File: config.mk
export PLATFORM = sky130hd
export DESIGN_NAME = tcd_dma
export DESIGN_NICKNAME = d
export VERILOG_FILES = /design/src/tcd_pkg.sv /design/src/tcd_req_sel.sv /design/src/tcd_dma.sv
export VERILOG_INCLUDE_DIRS = /design/src
export SDC_FILE = /design/constraint.sdc
export NUM_CORES = 1
export LEC_CHECK = 0
export ABC_AREA = 1
export BUFFER_PORTS_ARGS = -buffer_cell sky130_fd_sc_hd__buf_2
export CAP_MARGIN = 25
export CORE_ASPECT_RATIO = 1.4
export CORE_MARGIN = 2
export CORE_UTILIZATION = 30
export CTS_BUF_LIST = sky130_fd_sc_hd__clkbuf_4
export DETAILED_ROUTE_END_ITERATION = 12
export MAX_ROUTING_LAYER = met4
export SLEW_MARGIN = 10
export SYNTH_ARGS = -nofsm -noshare
export SYNTH_HDL_FRONTEND = slang
export SYNTH_SLANG_ARGS = --single-unit
export TNS_END_PERCENT = 50
File: constraint.sdc
create_clock -name mclk -period 3.95 [get_ports mclk]
set_clock_uncertainty 0.05 [all_clocks]
set_input_delay 0.79 -clock mclk [delete_from_list [all_inputs] [get_ports mclk]]
set_output_delay 0.79 -clock mclk [all_outputs]
set_load 0.03 [all_outputs]
File: src/tcd_defines.svh
// Constant names for the two-channel cycle-steal transfer engine
`ifndef TCD_DEFINES_SVH
`define TCD_DEFINES_SVH
`define TCD_NCH          2
`define TCD_AW           20
`define TCD_CW           16
`define TCD_DW           16
`define TCD_SELW         4
`define TCD_NSRC         16
`define TCD_SEL_SOFT     4'h1
`define TCD_CNT_TERM     16'h0000
`define TCD_ADDR_RST     20'h00000
`define TCD_DATA_RST     16'h0000
`define TCD_STEP_BYTE    20'h00001
`define TCD_STEP_WORD    20'h00002
`endif

File: src/tcd_pkg.sv
// Types shared by the transfer engine files
package tcd_pkg;
   typedef struct packed {
      logic        enable;     // channel_enable_bit
      logic        repeat_md;  // 1 repeat, 0 single
      logic        word;       // 1 16-bit unit, 0 8-bit
      logic        src_inc;    // Source pointer increments
      logic        dst_inc;    // Destination pointer increments
      logic        cause_expansion_bit;
      logic [3:0]  cause_select_field;
      logic [19:0] source_pointer;
      logic [19:0] destination_pointer;
      logic [15:0] reload;
   } tcd_cfg_t;

   typedef enum logic [2:0] {
      TCD_IDLE, TCD_RD, TCD_RD2, TCD_WR, TCD_WR2
   } tcd_state_t;
endpackage

File: src/tcd_req_sel.sv
// Request selection and pending flag for one channel
`timescale 1ns/1ns
`default_nettype none
`include "tcd_defines.svh"
module tcd_req_sel
   import tcd_pkg::*;
#(
   parameter int NSRC = `TCD_NSRC
) (
   input  wire logic              mclk,
   input  wire logic              sys_rst,
   input  wire tcd_cfg_t          cfg,
   input  wire logic [NSRC-1:0]   basic_req,
   input  wire logic [NSRC-1:0]   ext_req,
   input  wire logic              soft_wr,
   input  wire logic              take,
   output var  logic              pending
);
   logic       sel_q;
   logic       sel_d;
   logic       pend_d;
   wire  logic sel_hw = cfg.cause_expansion_bit ? ext_req[cfg.cause_select_field]
                                                : basic_req[cfg.cause_select_field];
   wire  logic soft_ok = soft_wr && !cfg.cause_expansion_bit &&
                         (cfg.cause_select_field == `TCD_SEL_SOFT);
   wire  logic edge_hw = sel_hw && !sel_q;

   // Request edge and soft trigger set, start of service clears; set wins
   assign sel_d  = sel_hw;
   assign pend_d = (edge_hw || soft_ok) ? cfg.enable : (pending && !take && cfg.enable);

   // Pending flag, dropped when disabled
   always_ff @(posedge mclk) begin
      if (sys_rst) begin
         sel_q   <= 1'b0;
         pending <= 1'b0;
      end else begin
         sel_q   <= sel_d;
         pending <= pend_d;
      end
   end

   AST_SOFT: assert property (@(posedge mclk) disable iff (sys_rst)
      soft_wr && cfg.enable && !soft_ok && !edge_hw |=> pending == $past(pending && !take))
      else $error("soft write raised request outside soft trigger select");
endmodule
`default_nettype wire

File: src/tcd_dma.sv
// Two-channel cycle-steal transfer engine, top level
`timescale 1ns/1ns
`default_nettype none
`include "tcd_defines.svh"
module tcd_dma
   import tcd_pkg::*;
#(
   parameter int AW   = `TCD_AW,
   parameter int DW   = `TCD_DW,
   parameter int NSRC = `TCD_NSRC
) (
   input  wire logic                   mclk,
   input  wire logic                   sys_rst,
   input  wire tcd_cfg_t               cfg0,
   input  wire tcd_cfg_t               cfg1,
   input  wire logic [NSRC-1:0]        basic_req0,
   input  wire logic [NSRC-1:0]        ext_req0,
   input  wire logic [NSRC-1:0]        basic_req1,
   input  wire logic [NSRC-1:0]        ext_req1,
   input  wire logic                   soft_wr0,
   input  wire logic                   soft_wr1,
   input  wire logic                   bus_ack,
   input  wire logic [DW-1:0]          bus_rdata,
   output var  logic                   bus_hold,
   output var  logic                   bus_rd,
   output var  logic                   bus_wr,
   output var  logic                   bus_word,
   output var  logic [AW-1:0]          bus_addr,
   output var  logic [DW-1:0]          bus_wdata,
   output var  logic [`TCD_NCH-1:0]    done_irq,
   output var  logic [`TCD_NCH-1:0]    active
);
   tcd_state_t          st_q;
   tcd_state_t          st_d;
   logic                ch_q;
   logic [AW-1:0]       ptr_q [`TCD_NCH];
   logic [`TCD_CW-1:0]  cnt_q [`TCD_NCH];
   logic [`TCD_NCH-1:0] en_q;
   logic [`TCD_NCH-1:0] fresh_q;
   logic [DW-1:0]       data_q;
   logic [`TCD_NCH-1:0] pend;
   logic [`TCD_NCH-1:0] take;
   tcd_cfg_t            cfg [`TCD_NCH];

   assign cfg[0] = cfg0;
   assign cfg[1] = cfg1;

   // Per-channel cause selection; interrupt mask is not an input at all
   tcd_req_sel #(.NSRC(NSRC)) u_sel0 (
      .mclk      (mclk),
      .sys_rst   (sys_rst),
      .cfg       (cfg0),
      .basic_req (basic_req0),
      .ext_req   (ext_req0),
      .soft_wr   (soft_wr0),
      .take      (take[0]),
      .pending   (pend[0])
   );
   tcd_req_sel #(.NSRC(NSRC)) u_sel1 (
      .mclk      (mclk),
      .sys_rst   (sys_rst),
      .cfg       (cfg1),
      .basic_req (basic_req1),
      .ext_req   (ext_req1),
      .soft_wr   (soft_wr1),
      .take      (take[1]),
      .pending   (pend[1])
   );

   // Arbitration: channel zero first, illegal both-increment setups refused
   wire logic [`TCD_NCH-1:0] legal;
   assign legal[0] = !(cfg0.src_inc && cfg0.dst_inc);
   assign legal[1] = !(cfg1.src_inc && cfg1.dst_inc);
   wire logic [`TCD_NCH-1:0] runnable = pend & legal & active & {cfg1.enable, cfg0.enable};
   wire logic idle  = (st_q == TCD_IDLE);
   wire logic start = idle && (runnable != '0);
   wire logic pick  = !runnable[0];
   assign take[0] = start && !pick;
   assign take[1] = start && pick;

   // Current channel view, with first-transfer reload; picked channel while idle
   wire logic           sel_ch = idle ? pick : ch_q;
   tcd_cfg_t             cc;
   assign cc = cfg[sel_ch];
   wire logic [AW-1:0]  cur_ptr = fresh_q[sel_ch] ?
                                  (cc.src_inc ? cc.source_pointer : cc.destination_pointer)
                                  : ptr_q[sel_ch];
   wire logic [`TCD_CW-1:0] cur_cnt = fresh_q[sel_ch] ? cc.reload : cnt_q[sel_ch];
   wire logic [AW-1:0]  src_a = cc.src_inc ? cur_ptr : cc.source_pointer;
   wire logic [AW-1:0]  dst_a = cc.dst_inc ? cur_ptr : cc.destination_pointer;
   wire logic [AW-1:0]  step  = cc.word ? `TCD_STEP_WORD : `TCD_STEP_BYTE;
   wire logic           under = (cur_cnt == `TCD_CNT_TERM);
   wire logic           src_odd = cc.word && src_a[0];
   wire logic           dst_odd = cc.word && dst_a[0];
   wire logic           fin = bus_ack && ((st_q == TCD_WR2) || (st_q == TCD_WR && !dst_odd));

   // Read, optional second read, write, optional second write
   always_comb begin
      st_d = st_q;
      unique case (st_q)
         TCD_IDLE: if (start) st_d = TCD_RD;
         TCD_RD:   if (bus_ack) st_d = src_odd ? TCD_RD2 : TCD_WR;
         TCD_RD2:  if (bus_ack) st_d = TCD_WR;
         TCD_WR:   if (bus_ack) st_d = dst_odd ? TCD_WR2 : TCD_IDLE;
         TCD_WR2:  if (bus_ack) st_d = TCD_IDLE;
      endcase
   end

   // Sequencer and bus outputs
   always_ff @(posedge mclk) begin
      if (sys_rst) begin
         st_q      <= TCD_IDLE;
         ch_q      <= 1'b0;
         data_q    <= `TCD_DATA_RST;
         bus_hold  <= 1'b0;
         bus_rd    <= 1'b0;
         bus_wr    <= 1'b0;
         bus_word  <= 1'b0;
         bus_addr  <= `TCD_ADDR_RST;
         bus_wdata <= `TCD_DATA_RST;
      end else begin
         st_q <= st_d;
         if (start)
            ch_q <= pick;
         if (bus_ack && (st_q == TCD_RD || st_q == TCD_RD2))
            data_q <= bus_rdata;
         bus_hold  <= (st_d != TCD_IDLE);
         bus_rd    <= (st_d == TCD_RD) || (st_d == TCD_RD2);
         bus_wr    <= (st_d == TCD_WR) || (st_d == TCD_WR2);
         bus_word  <= cc.word;
         bus_addr  <= (st_d == TCD_WR || st_d == TCD_WR2) ? dst_a : src_a;
         bus_wdata <= (bus_ack && (st_q == TCD_RD || st_q == TCD_RD2)) ? bus_rdata : data_q;
      end
   end

   // Per-channel pointer, counter, enable and completion event
   for (genvar i = 0; i < `TCD_NCH; i++) begin : g_ch
      wire logic mine = fin && (ch_q == i);
      always_ff @(posedge mclk) begin
         if (sys_rst) begin
            ptr_q[i]    <= `TCD_ADDR_RST;
            cnt_q[i]    <= `TCD_CNT_TERM;
            en_q[i]     <= 1'b0;
            fresh_q[i]  <= 1'b0;
            active[i]   <= 1'b0;
            done_irq[i] <= 1'b0;
         end else begin
            en_q[i]     <= cfg[i].enable;
            done_irq[i] <= mine && under;
            if (cfg[i].enable && !en_q[i]) begin
               fresh_q[i] <= 1'b1;
               active[i]  <= 1'b1;
            end else if (!cfg[i].enable) begin
               active[i]  <= 1'b0;
            end else if (mine) begin
               fresh_q[i] <= 1'b0;
               ptr_q[i]   <= cur_ptr + step;
               cnt_q[i]   <= under ? cfg[i].reload : cur_cnt - 1'b1;
               if (under && !cfg[i].repeat_md)
                  active[i] <= 1'b0;
            end
         end
      end
   end

   AST_PRIO: assert property (@(posedge mclk) disable iff (sys_rst)
      idle && runnable[0] && runnable[1] |=> st_q == TCD_RD && ch_q == 1'b0)
      else $error("channel one served ahead of channel zero");
   AST_HOLD: assert property (@(posedge mclk) disable iff (sys_rst)
      start |=> bus_hold && bus_rd)
      else $error("bus not claimed after start");
   AST_ONE: assert property (@(posedge mclk) disable iff (sys_rst)
      bus_rd && !bus_wr && $past(bus_wr) |-> 1'b0)
      else $error("read after write inside one transfer");
   AST_EN: assert property (@(posedge mclk) disable iff (sys_rst)
      start |-> (take[0] ? cfg0.enable : cfg1.enable))
      else $error("transfer started on disabled channel");
   AST_IRQ: assert property (@(posedge mclk) disable iff (sys_rst)
      fin && under |=> done_irq[$past(ch_q)])
      else $error("no interrupt at underflow");
   AST_SINGLE: assert property (@(posedge mclk) disable iff (sys_rst)
      fin && under && !cc.repeat_md && cc.enable && en_q[ch_q] |=> !active[$past(ch_q)])
      else $error("single mode kept running after underflow");
   AST_ODD: assert property (@(posedge mclk) disable iff (sys_rst)
      st_q == TCD_RD && bus_ack && src_odd |=> st_q == TCD_RD2)
      else $error("odd word source missing extra read");
   AST_INC: assert property (@(posedge mclk) disable iff (sys_rst)
      start |-> !(cfg[pick].src_inc && cfg[pick].dst_inc))
      else $error("both pointers incrementing");
endmodule
`default_nettype wire

# ---- Word level (Yosys, flattened, before mapping)
# Memories as Yosys holds them, arrays and structs flattened.
# Index checks and enable logic that the tools add are counted.
dict set report classes {
  n_addsub 2
  n_lt_le_gt_ge 4
  eq_ne 14
  mux 65
  bitwise 9
  n_reduce_logical 60
}
# operator n
set ops {}
lappend ops {{$mux 64} 3}
lappend ops {{$mux 20} 7}
lappend ops {{$mux 16} 5}
lappend ops {{$mux 1} 38}
lappend ops {{$logic_and 1x1->1} 28}
lappend ops {{$add 20x2->20} 1}
lappend ops {{$mux 3} 6}
lappend ops {{$bmux 1 s4} 4}
lappend ops {{$logic_not 16->1} 1}
lappend ops {{$sub 16x1->16 const B} 1}
lappend ops {{$pmux 3 s5} 1}
lappend ops {{$logic_not 1->1} 14}
lappend ops {{$eq 3x2->1 const B} 4}
lappend ops {{$ne 3x1->1 const B} 4}
lappend ops {{$lt 4x5->1 const B} 2}
lappend ops {{$reduce_bool 2->1} 5}
lappend ops {{$eq 4x1->1 const B} 2}
lappend ops {{$reduce_and 2->1} 4}
lappend ops {{$and 2x2->2} 3}
lappend ops {{$eq 3x1->1 const B} 2}
lappend ops {{$eq 3x3->1 const B} 2}
lappend ops {{$logic_or 1x1->1} 6}
lappend ops {{$or 1x1->1} 4}
lappend ops {{$logic_not 3->1} 1}
lappend ops {{6 further kinds} 6}
dict set report totals {
  ff_bits 56
  mem_bits_rw 72
  input_bits 217
  out_inout_bits 44
  n_memories 2
}
# name depth width rd rd_clocked_by_memory_dff wr line_no
set memory_table {}
lappend memory_table {ptr_q 2 20 1 0 2 tcd_dma.sv:36} ;# logic [AW-1:0] ptr_q [`TCD_NCH];
lappend memory_table {cnt_q 2 16 1 0 2 tcd_dma.sv:37} ;# logic [`TCD_CW-1:0] cnt_q [`TCD_NCH];

# ---- Longest topological paths before layout
# Gate-level depths: netlist of run 1.
dict set report depth {
  word_depth 26
  ltp_mapped 24
}

# ---- By module
# From an unflattened synthesis of run 1, not the netlist that was laid out.
dict set report hier_totals {
  hier_cells 1426
  area_unflattened_um2 9494.1
}
# mod n_inst cells_per_inst area_each_um2 seq_area_each_um2
set by_module_without_submodules {}
lappend by_module_without_submodules {tcd_dma 1 1214 8478.1 3203.1}
lappend by_module_without_submodules {tcd_req_sel 2 106 508.0 40.0}

# ---- Worst setup path before layout of run 1
# No wires, ideal clock.
dict set report synth_timing {
  kind {input-to-reg}
  start {in cfg0[65] (netlist bit)}
  end {mem ptr_q[1][19] (netlist bit) (data pin)}
  t_arrival_ns 3.323
  slack_ns 0.319
  cell_stages 21
  path_buffers 3
  cell_sequence {nand3_1 nor2_2 nand2_4 nand2_8 buf_6 buf_6 buf_4 mux2i_1 nand2_1 nand3_1 o21ai_0 ha_1 a21oi_1 nor2_1 nand2_1 nor2_4 nand2_2 nor2_4 nand4_1 nand2_1 nor2_1}
}
# item line_no
set synth_rtl {}
lappend synth_rtl {{start: declaration} tcd_dma.sv:14} ;# input wire tcd_cfg_t cfg0,
lappend synth_rtl {{end: declaration} tcd_dma.sv:36}

==> results of run 1 <==
## placed cells by master (no fill, tap or decap), types with 6 or more instances in the layout
| cell type | n |
|---|---|
| nand2_1 | 354 |
| buf_2 | 260 |
| nor2_1 | 187 |
| nand3_1 | 125 |
| o21ai_0 | 116 |
| inv_1 | 95 |
| edfxtp_1 | 72 |
| dfxtp_1 | 56 |
| a21oi_1 | 51 |
| buf_4 | 26 |
| o21ai_1 | 22 |
| a21oi_2 | 18 |
| clkbuf_4 | 18 |
| nand4_1 | 16 |
| nand2_2 | 15 |
| xor2_1 | 11 |
| o22ai_1 | 10 |
| inv_2 | 10 |
| nor2_4 | 8 |
| mux2i_1 | 8 |
| xnor2_1 | 7 |
| nor3_1 | 7 |
| o21ai_2 | 7 |
| a31oi_1 | 7 |
| bufinv_16 | 7 |
| o221ai_1 | 6 |
| nor2_2 | 6 |
| buf_12 | 6 |
## critical path, cell delays in order, from the launching register on
cell and delay (ns):
dfxtp_1 0.45, inv_2 0.07, nand3_2 0.09, nand2_4 0.22, nand2_8 0.25, buf_4 0.37
nand2_1 0.08, o21ai_1 0.15, inv_1 0.18, ha_1 0.31, a21oi_1 0.06, nor2_1 0.12
nand2_1 0.11, nor2_4 0.16, nand2_2 0.10, nor2_4 0.14, nand4_1 0.09, nand2_1 0.12
nor2_1 0.04
## worst min-delay path by stage
stage | endpoint | cells after the start
3_5_place_dp | data_q[11]$_SDFFE_PP0P_ | 2
2_1_floorplan | ch_q$_SDFFE_PP0P_ | 2
6_report | data_q[11]$_SDFFE_PP0P_ | 2
5_1_grt | data_q[0]$_SDFFE_PP0P_ | 3
4_1_cts | data_q[1]$_SDFFE_PP0P_ | 3
3_3_place_gp | data_q[11]$_SDFFE_PP0P_ | 2
## power groups by stage
stage / clock network, mW / registers, mW / logic [mW]
finish: 1.26 / 1.64 / 5.72
global route: 1.32 / 1.65 / 6.42
CTS: 1.28 / 1.64 / 5.73
detailed placement: 0 / 1.67 / 5.71
global placement: 0 / 1.67 / 5.68
floorplan: 0 / 1.91 / 4.10
## cell type report
type	instances	area [sq um]	share of cell area [%]
multi-input combinational	1024	5035	44.86
sequential	128	3283	29.25
timing repair buffer	292	1617	14.40
tap	385	481.7	4.292
inverter	107	404.1	3.600
clock inverter	14	261.5	2.330
clock buffer	18	135.1	1.204
antenna	3	7.507	0.06688
## logic make-up after synthesis
group | Yosys count | synth area share [%]
compound gates | 245 | 15.11
simple gates | 746 | 36.02
mux | 10 | 1.115
xor+xnor | 18 | 1.713
fa+ha+maj | 5 | 0.7615
flops | 128 | 35.68
buf+inv | 181 | 9.600
## sequential cells by signal, summed over array words and instances, names as in the netlist, 2 cells and up
register  count
ptr_q        40
cnt_q        32
bus_addr     20
data_q       16
st_q          3
active        2
done_irq      2
en_q          2
fresh_q       2
## layer usage
metal	global-route usage, %	vias to the layer above	wire (microns)
met5	-	-	0
met4	5.124	0	488
met3	2.442	40	1585
met2	35.40	324	16240
met1	22.21	4444	12570
li1	-	4882	-
==> flow_summary.yaml, run 1 <==
logic_synthesis:
  synth_area_leaders: "edfxtp_1, nand2_1, dfxtp_1"
  syn_nets: 1555
  synth_cell_type_count: 50
  synth_area_per_cell_sq_um: 6.903
  yosys.cell_count.top_type: "nand2_1"
  synth.cell_area_sq_um: 9201
  ys_top_cells_by_count: "nand2_1, nor2_1, nand3_1"
  yosys_warnings: 0
  yosysTopAreaCell: "edfxtp_1"
  yosys.area.top_type_share_pct: 23.50
  synth_sequential_area_ratio_pct: 35.68
  syn_inst: 1333
  ys_seq_elements: 128
  synth_edf_count: 72
  synthFlopType: "edfxtp_1"
  async_reset_ff_share_pct: 0
global_routing:
  grt_pass1_vias: 9210
  grt_max_degree: 68
  grt_pass1_wl_mm: 48.00
  grtUsageTotal_pct: 19.31
  grt_overflow: 0
  antenna_found_initial: 1
timing:
  period_minus_slack_ns: 3.437
  rsz0062_at_grt: "false"
  final_hold_viol_count: 0
  setup_tns_ns: 0
  setup_ws_ns: 0.5132
  hold_ws_ns: 0.4177
  slew_viol_final: 0
  fmax_ghz: 0.2910
  setup_viol_count_final: 0
  post-route-period-util_pct: 87.01
  slew_headroom_pct: 59.60
  tightestPinTransition_ns: 0.6060
worst_hold_path:
  hp-start: "data_q[11]$_SDFFE_PP0P_"
  min_path_type: "reg2reg"
routing:
  wirelength_mm: 30.89
  ant_nets: 0
  via_per_inst: 4.916
  post_drt_wl_per_cell_microns: 15.67
  vias: 9690
  drc: 0
  dr.first_iter.drc_count: 723
  dr.pass1.iters: 5
finish:
  finalNonFillerCells: 1971
  design_area_sq_um: 11220
  drive_gt1_share_pct: 26.03
  fin_nets: 1792
  utilization_pct: 37.26
  area_growth_pct: 21.99
  fillerInstances: 3260
critical_path:
  crit_arrival_ns: 3.70
  worst-r2r-cell-count: 18
  r2r_setup_slack_ns: 0.51
  cp-end-kind: "flop"
  crit_path_end: "ptr_q[1][19]$_SDFFCE_PN0P_"
  worstSetupStartpoint: "st_q[2]$_SDFF_PP0_"
  cp-start-kind: "flop"
  cp.required_ns: 4.22
  critical_path_class: "reg2reg"
  cp_max_fo: 35
  worstReg2RegEnd: "ptr_q[1][19]$_SDFFCE_PN0P_"
  worstReg2RegStart: "st_q[2]$_SDFF_PP0_"
clock_network:
  clock_path_buffers: 2
  cts-root-buf: "clkbuf_4"
  cts_hold_buf: 0
  ctsResizeCount: 0
  cts_setup_buffers: 0
  cts_buffers: 17
  cts.sinks: 128
  cts_tree: "done"
  insertion_delay_ns: 0.59
  htree_levels: 4
  clkTransAtPathRegs_ns: 0.12
power:
  power_leakage_nw: 5.139
  ir_drop_v: 0.0004183
  pwr-share-clk_pct: 14.6
  internal_power_mw: 4.093
  p_total_mw: 8.613
  combinationalPowerShare_pct: 66.4
  switchingPower_mw: 4.520
  pwr_density_cell_nw_per_um2: 767.3
  sequentialPowerShare_pct: 19.0
  swShare_pct: 52.48
flow_run:
  cap_violations: 0
placement:
  io_buffers: 260
  routabilityCongestion: 0.8972
  pre_cts_ws_ns: 0.05392
  dp_cells: 1936
  hpwl_mm: 22.90
  placed_cell_area_sq_um: 10820
floorplanning:
  core_sq_um: 30120
  ioPinCount: 261
  die_y_microns: 211.2
  die_x_microns: 152.0
  fp.dieArea_sq_um: 32110
  initial_core_util_pct: 30.55
  num_rows: 75
run_status:
  status: "finished clean"
Power figures use the tool's default switching activity.
==> run 2: changes to the inputs <==
--- a/config.mk
+++ b/config.mk
@@ -9,9 +9,9 @@
 export ABC_AREA = 1
 export BUFFER_PORTS_ARGS = -buffer_cell sky130_fd_sc_hd__buf_2
 export CAP_MARGIN = 25
-export CORE_ASPECT_RATIO = 1.4
+export CORE_ASPECT_RATIO = 0.5
 export CORE_MARGIN = 2
-export CORE_UTILIZATION = 30
+export CORE_UTILIZATION = 35
 export CTS_BUF_LIST = sky130_fd_sc_hd__clkbuf_4
 export DETAILED_ROUTE_END_ITERATION = 12
 export MAX_ROUTING_LAYER = met4
==> run 2 against run 1 <==
Compared with the run above:
- sequential power about the same
- wire length down 1.2%
- first-iteration DRC count up 7.3%
- count of clock-buffer cells in the layout down 1
- combinational power about the same
- global-route usage up 3.3 points
- maximum frequency about the same
- critical path type unchanged
- total power down 2.8%
- largest power group unchanged
==> flow_summary.yaml, run 2 (synthesis results as in run 1) <==
run_status:
  status: "finished clean"
power:
  ir_drop_v: 0.0004114
  pwr_density_cell_nw_per_um2: 757.7
  power_leakage_nw: 5.094
critical_path:
  crit_top_cell: "nand3_2"
  cp-start-kind: "flop"
  cp_slowest_stage_delay_ns: 0.62
  critical_path_class: "reg2reg"
  cp-end-kind: "flop"
  cp.required_ns: 4.30
  crit_arrival_ns: 3.78
  critPathSlowestCell: "o21ai_1"
  cp_max_fo: 36
  crit_chain: "inv_2 > nand3_2 > nand2_4 > nand2_8 > o21ai_1 > nand3_1 > nand4_2 > nand3_2 > nor2_4 > nand3_4 > a21oi_1"
floorplanning:
  core_sq_um: 25500
  die_y_microns: 118.7
  initial_core_util_pct: 36.09
  fp.dieArea_sq_um: 27680
  num_rows: 41
  ioPinCount: 261
  die_x_microns: 233.3
finish:
  multi_input_area_sq_um: 5035
  fin_nets: 1790
  drive_gt1_share_pct: 25.81
  largest_reg_flops: 40
  layout_common_cells: "nand2_1, buf_2, nor2_1, nand3_1, o21ai_0"
  regArea_sq_um: 3283
  layout_commonest_cell: "nand2_1"
  top_register: "ptr_q"
  reg_top3: "ptr_q: 40 flops, cnt_q: 32 flops, bus_addr: 20 flops"
  area_growth_pct: 20.13
  design_area_sq_um: 11050
  finalNonFillerCells: 1928
  fillerInstances: 2671
global_routing:
  grt_pass1_wl_mm: 47.72
  antenna_found_initial: 3
  grtUsageTotal_pct: 22.62
  grt_overflow: 0
  grt_max_degree: 53
  grt_pass1_vias: 9201
clock_network:
  clock_path_buffers: 2
  cts.sinks: 128
  cts_hold_buf: 0
  cts_setup_buffers: 0
  ctsResizeCount: 0
  insertion_delay_ns: 0.58
  cts_tree: "done"
  cts_buffers: 17
  clkTransAtPathRegs_ns: 0.12
  cts-root-buf: "clkbuf_4"
  htree_levels: 4
placement:
  dp_cells: 1893
  routabilityCongestion: 0.8792
  io_buffers: 260
  pre_cts_ws_ns: 0.1777
  hpwl_mm: 22.37
  placed_cell_area_sq_um: 10730
timing:
  post-route-period-util_pct: 87.03
  slew_headroom_pct: 51.48
  hold_ws_ns: 0.4169
  period_minus_slack_ns: 3.438
  final_hold_viol_count: 0
  tightestPinTransition_ns: 0.7230
  slew_viol_final: 0
  setup_tns_ns: 0
  setup_ws_ns: 0.5123
  setup_viol_count_final: 0
  rsz0062_at_grt: "false"
  fmax_ghz: 0.2909
worst_hold_path:
  min_path_type: "reg2reg"
routing:
  dr.first_iter.drc_count: 776
  wirelength_mm: 30.52
  drc: 0
  post_drt_wl_per_cell_microns: 15.83
  dr.pass1.iters: 5
  vias: 9857
  via_per_inst: 5.113
  ant_nets: 0
flow_run:
  cap_violations: 0
-- run 2: changes by cell type in the layout (fill, tap and decap cells not counted) --
cell / delta
buf_12: -2
bufinv_16: -3
clkbuf_4: -1
clkinv_1: +2
clkinv_4: +1
clkinvlp_4: -2
inv_2: +1
inv_4: +2
-- run 2: path summary, 6_finish.rpt --
| kind | startpoint | end | slack [ns] | depth (start not counted) |
|---|---|---|---|---|
| worst max register to register | st_q[1]$_SDFF_PP0_ | cnt_q[1][8]$_SDFFCE_PN0P_ | 0.51 | 11 |
| worst min register to register | data_q[12]$_SDFFE_PP0P_ | data_q[12]$_SDFFE_PP0P_ | 0.42 | 2 |
| worst max-delay path | st_q[1]$_SDFF_PP0_ | cnt_q[1][8]$_SDFFCE_PN0P_ | 0.51 | 11 |
| worst min-delay path | data_q[12]$_SDFFE_PP0P_ | data_q[12]$_SDFFE_PP0P_ | 0.42 | 2 |
-- run 2: worst max-delay path: cells and delay by family, from the launching register on --
kind / cells / cell delay, ns
AO/OA/AOI/OAI: 2 / 0.94
AND/OR/NAND/NOR: 8 / 1.79
flip-flops: 1 / 0.35
buffers and inverters: 1 / 0.12
-- run 2: area by class of cell --
cell class / instances / area share [%]
Timing Repair Buffer: 290 / 14.26
Clock inverter: 15 / 1.709
Tap cell: 344 / 3.894
Antenna cell: 3 / 0.06792
Sequential cell: 128 / 29.70
Clock buffer: 17 / 1.155
Multi-Input combinational cell: 1024 / 45.55
Inverter: 107 / 3.656
-- run 2: report_power, final --
| part | switching [mW] | internal, mW |
|---|---|---|
| logic | 3.91 | 1.79 |
| registers | 0.0609 | 1.58 |
| clock network | 0.537 | 0.499 |
| total | 4.51 | 3.86 |
-- run 2: metrics by stage --
step / util [%] / power [mW]
floorplan: - / 6.009
detailed placement: 42.08 / 7.361
CTS: 43.32 / 8.413
global placement: 42.08 / 7.329
global route: 43.35 / 9.159
finish: 43.35 / 8.375
-- run 2: routing by layer --
layer | GRT usage (%) | wire, microns | vias to the layer above
met2 | 38.11 | 14850 | 337
met4 | 6.449 | 611 | 0
met1 | 27.82 | 13190 | 4599
li1 | - | - | 4879
met3 | 3.885 | 1871 | 42
met5 | - | 0 | -
